$ cat src/logic/hdgpio_pkg.sv
// Package: register map, field positions and reset values for the host data pin GPIO block
package hdgpio_pkg;
   localparam logic [15:0] HDGPIO_CTRL_ADDR = 16'h003c;
   localparam logic [15:0] HDGPIO_STAT_ADDR = 16'h003d;
   localparam int HDGPIO_ROUTE_BIT = 15;
   localparam logic [15:0] HDGPIO_CTRL_RESET = 16'h0000;
   localparam logic [7:0] HDGPIO_LEVEL_RESET = 8'h00;
endpackage

$ cat src/logic/hdgpio_top.sv
// Host data pin general-purpose I/O: control and status registers and pin drivers
`timescale 1ns/100ps
module hdgpio_top #(
   parameter bit TWO_TIMERS = 1'b1
) (
   input wire logic core_clk,
   input wire logic reset,
   input wire logic host_port_enable_pin,
   input wire logic [15:0] mmr_addr,
   input wire logic mmr_wr,
   input wire logic [15:0] mmr_wdata,
   output logic [15:0] mmr_rdata,
   input wire logic second_timer_out,
   input wire logic [7:0] host_data_pin_in,
   output logic [7:0] host_data_pin_out,
   output logic [7:0] host_data_pin_oe,
   output logic host_interrupt_pin_gpio_out,
   output logic host_interrupt_pin_gpio_oe,
   output logic host_port_active
);
   // One-hot states of the strap capture sequencer
   typedef enum logic [1:0] {
      HDGPIO_STRAP_CAPTURE = 2'b01,
      HDGPIO_STRAP_RUN = 2'b10
   } hdgpio_strap_t;

   // Strap sequencer and host port mode
   hdgpio_strap_t strap_state;
   hdgpio_strap_t next_strap_state;
   logic strap_pending;
   logic host_port_on;
   logic next_host_port_on;
   logic regs_locked;

   // Control register route field and its next value
   logic second_timer_route_enable;
   logic next_route_enable;
   logic route_allowed;

   // Per-pin state gathered from the pin slices
   wire logic [7:0] pin_direction_bit;
   wire logic [7:0] pin_level_bit;
   wire logic [7:0] sensed;
   wire logic [7:0] status_bits;

   // Register bus decode and read path
   logic sel_ctrl;
   logic sel_stat;
   logic wr_ctrl;
   logic wr_stat;
   logic [15:0] ctrl_image;
   logic [15:0] stat_image;
   logic [15:0] next_rdata;

   // Next values of the registered pin-side outputs
   logic [7:0] next_pin_out;
   logic [7:0] next_pin_oe;
   logic next_irq_out;
   logic next_irq_oe;
   logic next_port_active;

   // Address decode; only the two mapped words respond
   assign sel_ctrl = (mmr_addr == hdgpio_pkg::HDGPIO_CTRL_ADDR);
   assign sel_stat = (mmr_addr == hdgpio_pkg::HDGPIO_STAT_ADDR);
   assign wr_ctrl = mmr_wr && sel_ctrl;
   assign wr_stat = mmr_wr && sel_stat;

   // Strap sequencer: sample the enable pin once, then stay put until reset
   always_comb begin
      next_strap_state = strap_state;
      case (strap_state)
         HDGPIO_STRAP_CAPTURE: begin
            next_strap_state = HDGPIO_STRAP_RUN;
         end
         HDGPIO_STRAP_RUN: begin
            next_strap_state = HDGPIO_STRAP_RUN;
         end
         default: begin
            next_strap_state = HDGPIO_STRAP_CAPTURE;
         end
      endcase
   end

   // Sequencer state register; reset parks it in the capture state
   always_ff @(posedge core_clk) begin
      if (reset) begin
         strap_state <= HDGPIO_STRAP_CAPTURE;
      end else begin
         strap_state <= next_strap_state;
      end
   end

   // The first edge after reset is the capture edge
   assign strap_pending = (strap_state == HDGPIO_STRAP_CAPTURE);

   // Host port mode follows the strap only on the capture edge
   always_comb begin
      next_host_port_on = host_port_on;
      if (strap_pending) begin
         next_host_port_on = host_port_enable_pin;
      end
   end

   // Host port counts as on during reset, so the pins start undriven
   always_ff @(posedge core_clk) begin
      if (reset) begin
         host_port_on <= 1'b1;
      end else begin
         host_port_on <= next_host_port_on;
      end
   end

   // Control writes are refused until the strap is known and while the port is on
   assign regs_locked = host_port_on || strap_pending;

   // Route bit exists only when a second timer is fitted
   assign route_allowed = TWO_TIMERS;

   // Next route bit: forced clear while locked, loaded by control writes
   always_comb begin
      next_route_enable = second_timer_route_enable;
      if (regs_locked) begin
         next_route_enable = 1'b0;
      end else if (wr_ctrl) begin
         next_route_enable = route_allowed
            && mmr_wdata[hdgpio_pkg::HDGPIO_ROUTE_BIT];
      end
   end

   // Route bit register
   always_ff @(posedge core_clk) begin
      if (reset) begin
         second_timer_route_enable <=
            hdgpio_pkg::HDGPIO_CTRL_RESET[hdgpio_pkg::HDGPIO_ROUTE_BIT];
      end else begin
         second_timer_route_enable <= next_route_enable;
      end
   end

   // Per-pin slices: direction, output level and input synchroniser
   for (genvar g = 0; g < 8; g++) begin : g_pin
      logic dir_q;
      logic next_dir;
      logic level_q;
      logic next_level;
      logic meta_q;
      logic mid_q;
      logic late_q;
      logic sensed_q;
      logic next_sensed;

      // Next direction: forced to input while locked, else loaded by writes
      always_comb begin
         next_dir = dir_q;
         if (regs_locked) begin
            next_dir = 1'b0;
         end else if (wr_ctrl) begin
            next_dir = mmr_wdata[g];
         end
      end

      // Direction flop; every pin starts as an input
      always_ff @(posedge core_clk) begin
         if (reset) begin
            dir_q <= hdgpio_pkg::HDGPIO_CTRL_RESET[g];
         end else begin
            dir_q <= next_dir;
         end
      end

      // Next level: status writes land only on output pins
      always_comb begin
         next_level = level_q;
         if (wr_stat && dir_q) begin
            next_level = mmr_wdata[g];
         end
      end

      // Output level flop
      always_ff @(posedge core_clk) begin
         if (reset) begin
            level_q <= hdgpio_pkg::HDGPIO_LEVEL_RESET[g];
         end else begin
            level_q <= next_level;
         end
      end

      // Three flops on the pin; the first is read by the second only
      always_ff @(posedge core_clk) begin
         if (reset) begin
            meta_q <= 1'b0;
            mid_q <= 1'b0;
            late_q <= 1'b0;
         end else begin
            meta_q <= host_data_pin_in[g];
            mid_q <= meta_q;
            late_q <= mid_q;
         end
      end

      // A new level counts once the second and third stages agree
      always_comb begin
         next_sensed = sensed_q;
         if (mid_q == late_q) begin
            next_sensed = late_q;
         end
      end

      // Sensed level flop
      always_ff @(posedge core_clk) begin
         if (reset) begin
            sensed_q <= 1'b0;
         end else begin
            sensed_q <= next_sensed;
         end
      end

      // Slice results onto the shared vectors
      assign pin_direction_bit[g] = dir_q;
      assign pin_level_bit[g] = level_q;
      assign sensed[g] = sensed_q;
      assign status_bits[g] = dir_q ? level_q : sensed_q;
   end

   // Control word image; reserved bits 14 to 8 always read zero
   always_comb begin
      ctrl_image = 16'h0000;
      ctrl_image[hdgpio_pkg::HDGPIO_ROUTE_BIT] = second_timer_route_enable;
      ctrl_image[7:0] = pin_direction_bit;
   end

   // Status word image; upper byte reserved
   always_comb begin
      stat_image = 16'h0000;
      stat_image[7:0] = status_bits;
   end

   // Read select; unmapped addresses read zero
   always_comb begin
      next_rdata = 16'h0000;
      if (sel_ctrl) begin
         next_rdata = ctrl_image;
      end else if (sel_stat) begin
         next_rdata = stat_image;
      end
   end

   // Pin-side next values
   always_comb begin
      next_pin_out = pin_level_bit;
      next_pin_oe = pin_direction_bit;
      next_irq_out = second_timer_out;
      next_irq_oe = second_timer_route_enable && !host_port_on;
      next_port_active = host_port_on;
   end

   // Registered read data, valid one edge after the address
   always_ff @(posedge core_clk) begin
      if (reset) begin
         mmr_rdata <= 16'h0000;
      end else begin
         mmr_rdata <= next_rdata;
      end
   end

   // Registered drive levels of the data pins
   always_ff @(posedge core_clk) begin
      if (reset) begin
         host_data_pin_out <= 8'h00;
      end else begin
         host_data_pin_out <= next_pin_out;
      end
   end

   // Registered output enables of the data pins
   always_ff @(posedge core_clk) begin
      if (reset) begin
         host_data_pin_oe <= 8'h00;
      end else begin
         host_data_pin_oe <= next_pin_oe;
      end
   end

   // Registered timer level for the interrupt pin
   always_ff @(posedge core_clk) begin
      if (reset) begin
         host_interrupt_pin_gpio_out <= 1'b0;
      end else begin
         host_interrupt_pin_gpio_out <= next_irq_out;
      end
   end

   // Registered interrupt pin enable; never on while the host port owns it
   always_ff @(posedge core_clk) begin
      if (reset) begin
         host_interrupt_pin_gpio_oe <= 1'b0;
      end else begin
         host_interrupt_pin_gpio_oe <= next_irq_oe;
      end
   end

   // Registered host port mode, seen as on throughout reset
   always_ff @(posedge core_clk) begin
      if (reset) begin
         host_port_active <= 1'b1;
      end else begin
         host_port_active <= next_port_active;
      end
   end
endmodule

$ cat config.mk
export PLATFORM = sky130hd
export DESIGN_NAME = hdgpio_top
export DESIGN_NICKNAME = d
export VERILOG_FILES = /design/src/logic/hdgpio_pkg.sv /design/src/logic/hdgpio_top.sv
export SDC_FILE = /design/constraint.sdc
export NUM_CORES = 1
export LEC_CHECK = 0
export ABC_AREA = 0
export BUFFER_PORTS_ARGS = -buffer_cell sky130_fd_sc_hd__buf_2
export CELL_PAD_IN_SITES_DETAIL_PLACEMENT = 0
export CELL_PAD_IN_SITES_GLOBAL_PLACEMENT = 1
export CORE_UTILIZATION = 38
export CTS_CLUSTER_DIAMETER = 150
export DETAILED_ROUTE_END_ITERATION = 16
export GPL_ROUTABILITY_DRIVEN = 1
export PLACE_DENSITY = 0.73
export SLEW_MARGIN = 20
export SYNTH_ARGS = -nofsm -noshare
export SYNTH_HDL_FRONTEND = slang
export SYNTH_SLANG_ARGS = --single-unit
export TNS_END_PERCENT = 10
$ cat constraint.sdc
create_clock -name core_clk -period 2.24 [get_ports core_clk]
set_clock_uncertainty 0.15 [all_clocks]
set_input_delay 0.336 -clock core_clk [delete_from_list [all_inputs] [get_ports core_clk]]
set_output_delay 0.336 -clock core_clk [all_outputs]
set_load 0.05 [all_outputs]
# Yosys cells after proc, flatten, opt, wreduce, memory -nomap -nowiden
# Index checks and enable logic that the tools add are counted.
# word_totals
ff_bits	87
latchBits	0
ramBits	0
rom_bits	0
input_bits	45
output_inout_bits	35
elab_cells	97
n_memories	0
# op_classes
add_sub_neg	0
mul	0
div	0
magnitude_cmp	0
n_eq_ne	12
shift	0
mux	11
n_bitwise	0
reduce_logical	16
# ops
cell	count
$eq 16x6->1 const B	2
$mux 16	1
$logic_and 1x1->1	11
$eq 1x1->1	8
$mux 1	8
$mux 8	1
$reduce_or 2->1	3
$eq 2x1->1 const B	1
$eq 2x2->1 const B	1
$mux 2	1
$logic_not 1->1	1
$logic_or 1x1->1	1

# Longest topological paths before layout
# Gate-level depths: netlist of run 1.
# depth
depth_word	3
mapped_depth	6
ltp_nobuf	4

# Worst setup path after synthesis of run 1
# No wires, ideal clock.
# synth_path
path_kind	input-to-reg
from	input mmr_addr[10]
to	register g_pin[0].level_q
setup_time_ps	121
arrival_ps	1460
t_required_ps	1969
slack_ps	509
cell_stages	6
path_buffers	2
cell_sequence	nor4_2 -> and4_1 -> buf_6 -> buf_8 -> nand4_4 -> mux2_4
# synth_between
elab_chain_len	3
# synth_lines
item	line	source
from (decl)	hdgpio_top.sv:9	input wire logic [15:0] mmr_addr,
$eq 16x6->1	hdgpio_top.sv:64	assign sel_stat = (mmr_addr == hdgpio_pkg::HDGPIO_STAT_ADDR);
$logic_and 1x1->1	hdgpio_top.sv:66	assign wr_stat = mmr_wr && sel_stat;
$logic_and 1x1->1	hdgpio_top.sv:174	if (wr_stat && dir_q) begin
to (signal assigned)	hdgpio_top.sv:182	level_q <= hdgpio_pkg::HDGPIO_LEVEL_RESET[g];
to (signal assigned)	hdgpio_top.sv:184	level_q <= next_level;
to (decl)	hdgpio_top.sv:144	logic level_q;
# No other way between the ends.
# A chain may end at the register's enable or synchronous reset.

# Final worst setup path of run 1
# layout_path
from	input mmr_addr[9]
to	register mmr_rdata[2]
# layout_between
elab_chain_len	3
word_cells_on_any_way	4
classes_between	eq/ne (2); mux (2)
# layout_lines
item	line	source
$eq 16x6->1	hdgpio_top.sv:64	
$mux 8	hdgpio_top.sv:243	end else if (sel_stat) begin
$mux 16 (*)	hdgpio_top.sv:241	if (sel_ctrl) begin
to (signal assigned)	hdgpio_top.sv:262	mmr_rdata <= next_rdata;
to (decl)	hdgpio_top.sv:12	output logic [15:0] mmr_rdata,
# Every way passes the cells marked *; elsewhere a longest branch is shown, timed or not.

==> flow_summary.json, run 1 <==
{
  "run_status": "finished clean",
  "cp_num_buf_inv": 2,
  "portBuffers": 65,
  "yosysWarnings": 0,
  "initial_core_util": 0.3971,
  "dr.first_iter.drc_count": 80,
  "n_antenna_cell": 0,
  "setup_viol": 0,
  "clk_pin_slew_worst_paths_ns": 0.08,
  "yosysMostFrequentCell": "dfxtp_1",
  "finalWirelength_microns": 5072,
  "leakage_uw": 0.001363,
  "first_pass_iters": 4,
  "synthAdderAreaFrac": 0.004587,
  "clk_path_buf_depth": 2,
  "ff_latch_area_sq_mm": 0.001602,
  "synth_xor_area_frac": 0,
  "cpMaxStageDelayCell": "nor4_2",
  "fillers": 676,
  "synth_top_family_by_area": "simple AND/OR/NAND/NOR gates",
  "core_area_sq_mm": 0.006869,
  "route.detailed.drc": 0,
  "min_period_ns": 1.611,
  "power_switching_uw": 614.2,
  "dp.cells": 415,
  "synth-simple-area-share": 0.2257,
  "cpPeakStageDelay_ns": 0.31,
  "wl_per_cell_microns": 11.82,
  "h-tree-depth": 3,
  "syn_avg_cell_area_sq_um": 10.37,
  "grt_max_degree": 53,
  "cts_hold_buf": 0,
  "row_count": 30,
  "finalSetupTns_ns": 0,
  "place_ws_ns": 0.2727,
  "cts_tree": "yes",
  "synth-seq-cells": 80,
  "start_kind": "input pin",
  "path_depth": 6,
  "antenna_left": 0,
  "antenna_found_initial": 0,
  "ios": 80,
  "hp-class": "in -> reg",
  "fp.dieW_microns": 86.72,
  "min_path_cells": 2,
  "vias": 1935,
  "end_kind": "flip-flop",
  "ir_drop_mv": 0.3924,
  "grt_first_pass_wirelength_microns": 8266,
  "dp_hpwl_microns": 3346,
  "path_max_fanout": 16,
  "fin_crit_sh": 0.7192,
  "clkPwrFrac": 0.397,
  "drv_slew": 0,
  "die_area_sq_mm": 0.007520,
  "stdcell_count": 429,
  "finalNetCount": 376,
  "drive_gt1_frac": 0.2913,
  "comb_power_share": 0.074,
  "postCtsSetupRepairBufs": 0,
  "layout_setup_ws_ns": 0.6291,
  "cts-root-buf": "clkbuf_8",
  "reg2regPathDepth": 4,
  "vias_per_cell": 4.510,
  "gp_congestion": 0.7012,
  "ys.flop_type": "dfxtp_1",
  "synth-edff-count": 0,
  "synth_cell_types": 30,
  "clkLatencyLatePin_ns": 0.34,
  "muxShareOfSynthArea": 0.03440,
  "synth_largest_area_cell": "dfxtp_1",
  "p_int_uw": 2186,
  "hold_viol": 0,
  "syn_area_sq_mm": 0.002728,
  "netlist_instances": 263,
  "areaGrowthSynthToFinish_pct": 22.25,
  "swShare": 0.2194,
  "path_cells": "buf_2 -> nor4_2 -> and4_1 -> buf_4 -> nand2b_1 -> a21oi_1",
  "rsz0062_at_grt": "no",
  "seq_power_share": 0.529,
  "critical_path.top_delay_family": "simple AND/OR/NAND/NOR gates",
  "required_ns": 2.35,
  "synth.area.top_cells": "dfxtp_1 (59%), nor2b_1 (12%), a21oi_1 (4.6%), o21ai_0 (4.6%), mux2_2 (2.9%)",
  "fmax_mhz": 620.8,
  "power.density_mw_per_mm2": 839.7,
  "synthTopCellsByCount": "dfxtp_1 (80), nor2b_1 (51), a21oi_1 (25), o21ai_0 (25)",
  "grt_pass1_vias": 1786,
  "ys_seq_area_frac": 0.5872,
  "async_reset_ff_frac": 0,
  "critPathArrivalTime_ns": 1.72,
  "gr-total-overflow": 0,
  "postCtsResizedCells": 0,
  "path_class": "in -> reg",
  "multiInputGateArea_sq_mm": 0.001007,
  "die_h_microns": 86.72,
  "fin_util": 0.4854,
  "clock_sinks": 80,
  "max-cap-violations": 0,
  "numCtsBuffers": 9,
  "gr-usage-all-layers": 0.1462,
  "synth-compound-area-share": 0.09495,
  "synth_top_area_share": 0.5872
}
power groups by stage:
stage	Combinational (uW)	Clock [uW]	Sequential [uW]
CTS	209	1150	1480
floorplan	133	0	1530
detailed placement	208	0	1520
global placement	204	0	1510
finish	206	1110	1480
global route	228	1210	1490
stage by stage:
step	power [uW]	hold slack (ns)	instance area, sq um
2_1_floorplan	1662	0.2638	2750
3_3_place_gp	1718	0.2669	3127
3_5_place_dp	1723	0.2764	3127
4_1_cts	2839	0.03569	3334
5_1_grt	2922	0.03101	3334
6_report	2800	0.04920	3334
cells in the final DEF, fill, tap and decap left out, drive strengths merged, types with 2 or more instances in the layout:
master,synthesis,routed
dfxtp,80,80
buf,12,71
nor2b,51,51
o21ai,25,25
a21oi,25,25
clkbuf,9,10
nand2,9,9
nand3,9,9
nand4,9,9
nand3b,8,8
mux2,8,8
conb,1,7
inv,4,4
nor4,2,2
nor2,2,2
bufinv,0,2
clkinv,0,2
path summary, 6_finish.rpt:
kind | slack [ns] | end | startpoint
setup / recovery | 0.63 | mmr_rdata[2]$_SDFF_PP0_ | mmr_addr[9]
hold / removal | 0.05 | host_interrupt_pin_gpio_out$_SDFF_PP0_ | second_timer_out
setup reg to reg | 0.78 | second_timer_route_enable$_SDFFE_PP0P_ | strap_state[1]$_SDFF_PP0_
hold reg to reg | 0.29 | g_pin[5].mid_q$_SDFF_PP0_ | g_pin[5].meta_q$_SDFF_PP0_
state kept, by name (all words and copies together) (netlist names):
register,count
g_pin.meta_q,8
host_interrupt_pin_gpio_oe,1
strap_state,2
host_port_active,1
g_pin.level_q,8
second_timer_route_enable,1
g_pin.sensed_q,8
host_port_on,1
host_interrupt_pin_gpio_out,1
g_pin.dir_q,8
mmr_rdata,9
g_pin.late_q,8
host_data_pin_oe,8
host_data_pin_out,8
g_pin.mid_q,8
logic make-up (layout without fill, tap and decap cells):
| family | count (synthesis) | after routing |
|---|---|---|
| AOI/OAI and AO/OA | 51 | 51 |
| adders and majority gates | 1 | 1 |
| buffers and inverters | 25 | 89 |
| DFF | 80 | 80 |
| muxes | 8 | 8 |
| other | 1 | 7 |
| and+or+nand+nor | 97 | 97 |
metal layers:
metal | global-route usage | vias up | share of wire
met1 | 0.1735 | 878 | 0.47
met3 | 0.04381 | 10 | 0.039
met2 | 0.2388 | 43 | 0.47
met5 | 0 | - | 0
li1 | - | 1004 | -
met4 | 0.07727 | 0 | 0.019
area by class of cell:
cell class                 instances  share of cell area
clock buffer                      10             0.04128
clock inverter                     4             0.02101
tap                               96             0.03602
multi-input combinational        164              0.3021
inverter                           4            0.004503
timing repair buffer              71              0.1148
sequential                        80              0.4803
(Power assumes the default switching activity.)
==> inputs of run 2 (changes only) <==
Settings changed: ABC_AREA 0 to 1, CORE_UTILIZATION 38 to 33, PLACE_DENSITY 0.73 to 0.7.
Clock period 2.24 ns to 1.4 ns, I/O delays scaled along.
==> flow_summary.json, run 2 <==
{
  "clk_path_buf_depth": 2,
  "cpPeakStageDelay_ns": 0.34,
  "postCtsSetupRepairBufs": 0,
  "leakage_uw": 0.001749,
  "run_status": "finished clean",
  "dp.cells": 521,
  "multiInputGateArea_sq_um": 958.4,
  "cts_tree": "yes",
  "ff_latch_area_sq_mm": 0.001602,
  "most-common-layout-cells": "dfxtp_1 (80), nor2_1 (70), buf_2 (65), inv_1 (59), nand2_1 (40)",
  "ys_seq_area_frac": 0.5575,
  "holdWs_ns": 0.02080,
  "core_area_sq_mm": 0.008341,
  "path_max_fanout": 1,
  "antenna_found_initial": 0,
  "layout_setup_ws_ns": 0.08458,
  "fp.dieW_microns": 95.30,
  "finalWirelength_microns": 5709,
  "grt_use_met2": 0.1994,
  "gp_congestion": 0.7341,
  "fin_crit_sh": 0.9396,
  "grt_pass1_vias": 1985,
  "initial_core_util": 0.3444,
  "reg2reg_slack_ns": 0.13,
  "end_kind": "primary output",
  "reg2reg_to": "g_pin[2].dir_q$_SDFFE_PP0P_",
  "critical_path.top_delay_family": "flip-flops",
  "fillers": 873,
  "die_area_sq_mm": 0.009082,
  "h-tree-depth": 3,
  "numCtsBuffers": 9,
  "hp-class": "in -> reg",
  "async_reset_ff_frac": 0,
  "drv_slew": 0,
  "dr.first_iter.drc_count": 127,
  "antenna_left": 0,
  "path_class": "reg -> out",
  "hold_end": "host_port_active$_SDFF_PP1_",
  "vias_per_cell": 4.173,
  "synth_top_area_share": 0.5575,
  "yosysWarnings": 0,
  "clkLatencyLatePin_ns": 0.35,
  "min_from": "reset",
  "dp_hpwl_microns": 3908,
  "min_path_cells": 2,
  "ir_drop_mv": 0.4291,
  "start_kind": "flip-flop",
  "grt-busiest-layer": "met2",
  "yosysMostFrequentCell": "dfxtp_1",
  "cpMaxStageDelayCell": "dfxtp_1",
  "route.detailed.drc": 0,
  "top_register": "mmr_rdata",
  "required_ns": 1.04,
  "largest_reg_flops": 9,
  "drive_gt1_frac": 0.2417,
  "synth_largest_area_cell": "dfxtp_1",
  "setup_viol": 0,
  "rsz0062_at_grt": "no",
  "synth-edff-count": 0,
  "areaGrowthSynthToFinish_pct": 28.66,
  "wl_per_cell_microns": 10.27,
  "portBuffers": 65,
  "vias": 2320,
  "synth-seq-cells": 80,
  "critPathArrivalTime_ns": 0.96,
  "place_ws_ns": -0.02725,
  "grt_first_pass_wirelength_microns": 8921,
  "reg2regPathDepth": 4,
  "n_antenna_cell": 0,
  "path_cells": "buf_2",
  "cts-root-buf": "clkbuf_8",
  "fmax_mhz": 760.2,
  "grt_use_met3": 0.05343,
  "gr-usage-all-layers": 0.1344,
  "syn_area_sq_mm": 0.002873,
  "row_count": 33,
  "stdcell_count": 556,
  "gr-total-overflow": 0,
  "worstReg2RegStart": "host_port_on$_SDFFE_PP1P_",
  "postCtsResizedCells": 0,
  "grt_max_degree": 37,
  "synthTopCellsByCount": "dfxtp_1 (80), nor2_1 (70), inv_1 (59)",
  "use_met1": 0.1735,
  "final_common_cell": "dfxtp_1",
  "first_pass_iters": 4,
  "ios": 80,
  "synth.area.top_cells": "dfxtp_1 (56%), nor2_1 (9.1%), inv_1 (7.7%), nand2_1 (5.2%), a21oi_1 (4.0%)",
  "syn_avg_cell_area_sq_um": 8.184,
  "synth_cell_types": 24,
  "netlist_instances": 351,
  "cp_num_buf_inv": 1,
  "power.density_mw_per_mm2": 1125,
  "clk_pin_slew_worst_paths_ns": 0.08,
  "ys.flop_type": "dfxtp_1",
  "die_h_microns": 95.30,
  "clock_sinks": 80,
  "hold_viol": 0,
  "finalNetCount": 492,
  "max-cap-violations": 0,
  "min_period_ns": 1.315
}
-- run 2: changes by cell type in the layout (fill, tap and decap cells not counted), sizes merged, moves of 9 or more --
cell,before,now
nand2,9,42
nor2,2,75
nor2b,51,0
nand3,9,18
o21ai,25,7
inv,4,59
dlygate4sd3,0,19
-- run 2: what timing repair did --
item                                   4_1_cts  5_1_grt
endpoints found under the hold margin       19        0
setup endpoints to repair                    0        0
hold buffers                                19        0
-- run 2: worst max path at each step --
| stage | from | end | slack, ns | cells past startpoint |
|---|---|---|---|---|
| final | mmr_rdata[6]$_SDFF_PP0_ | mmr_rdata[6] | 0.08 | 1 |
| after global routing | host_port_on$_SDFFE_PP1P_ | g_pin[6].dir_q$_SDFFE_PP0P_ | 0.02 | 4 |
| after global placement | mmr_addr[15] | mmr_rdata[0]$_SDFF_PP0_ | -0.01 | 7 |
| after floorplan | mmr_addr[7] | g_pin[0].dir_q$_SDFFE_PP0P_ | 0.16 | 7 |
| after detailed placement | mmr_addr[1] | g_pin[5].dir_q$_SDFFE_PP0P_ | -0.03 | 7 |
| after CTS | mmr_rdata[6]$_SDFF_PP0_ | mmr_rdata[6] | 0.07 | 1 |
-- run 2: kinds of logic after synthesis --
family          Yosys count  share of synthesized area
fa+ha+maj                 1                   0.004355
flops                    80                     0.5575
other cells               1                   0.001305
simple gates            154                     0.2474
buf+inv                  77                     0.1167
compound gates           38                    0.07274
-- run 2: where the power goes --
part	internal (uW)	leakage (uW)	total [uW]	switching, uW
sequential	2340	0.000650	2360	17.3
clock	641	0.0000793	1450	813
combinational	135	0.00102	343	208
-- run 2: layout make-up --
class / count / area share
clock inverters: 5 / 0.009140
repair buffers: 96 / 0.1672
well taps: 105 / 0.03555
inverters: 59 / 0.05992
clock buffers: 11 / 0.03555
flip-flops and latches: 80 / 0.4333
multi-input cells: 200 / 0.2593
-- run 2: layer usage --
layer | part of all wire | vias up | routed length [microns]
met5 | 0 | - | 0
met4 | 0.016 | 0 | 91
met3 | 0.071 | 9 | 407
met2 | 0.42 | 69 | 2397
met1 | 0.49 | 985 | 2813
li1 | - | 1257 | -
-- run 2: per-stage QoR --
step	area, sq um	power [uW]	utilization	TNS [ns]
finish	3696	4157	0.4431	0
global route	3696	4386	0.4431	0
CTS	3696	4225	0.4431	0
detailed placement	3341	2720	0.4005	-0.05524
global placement	3341	2713	0.4005	-0.01054
floorplan	2895	2632	-	0
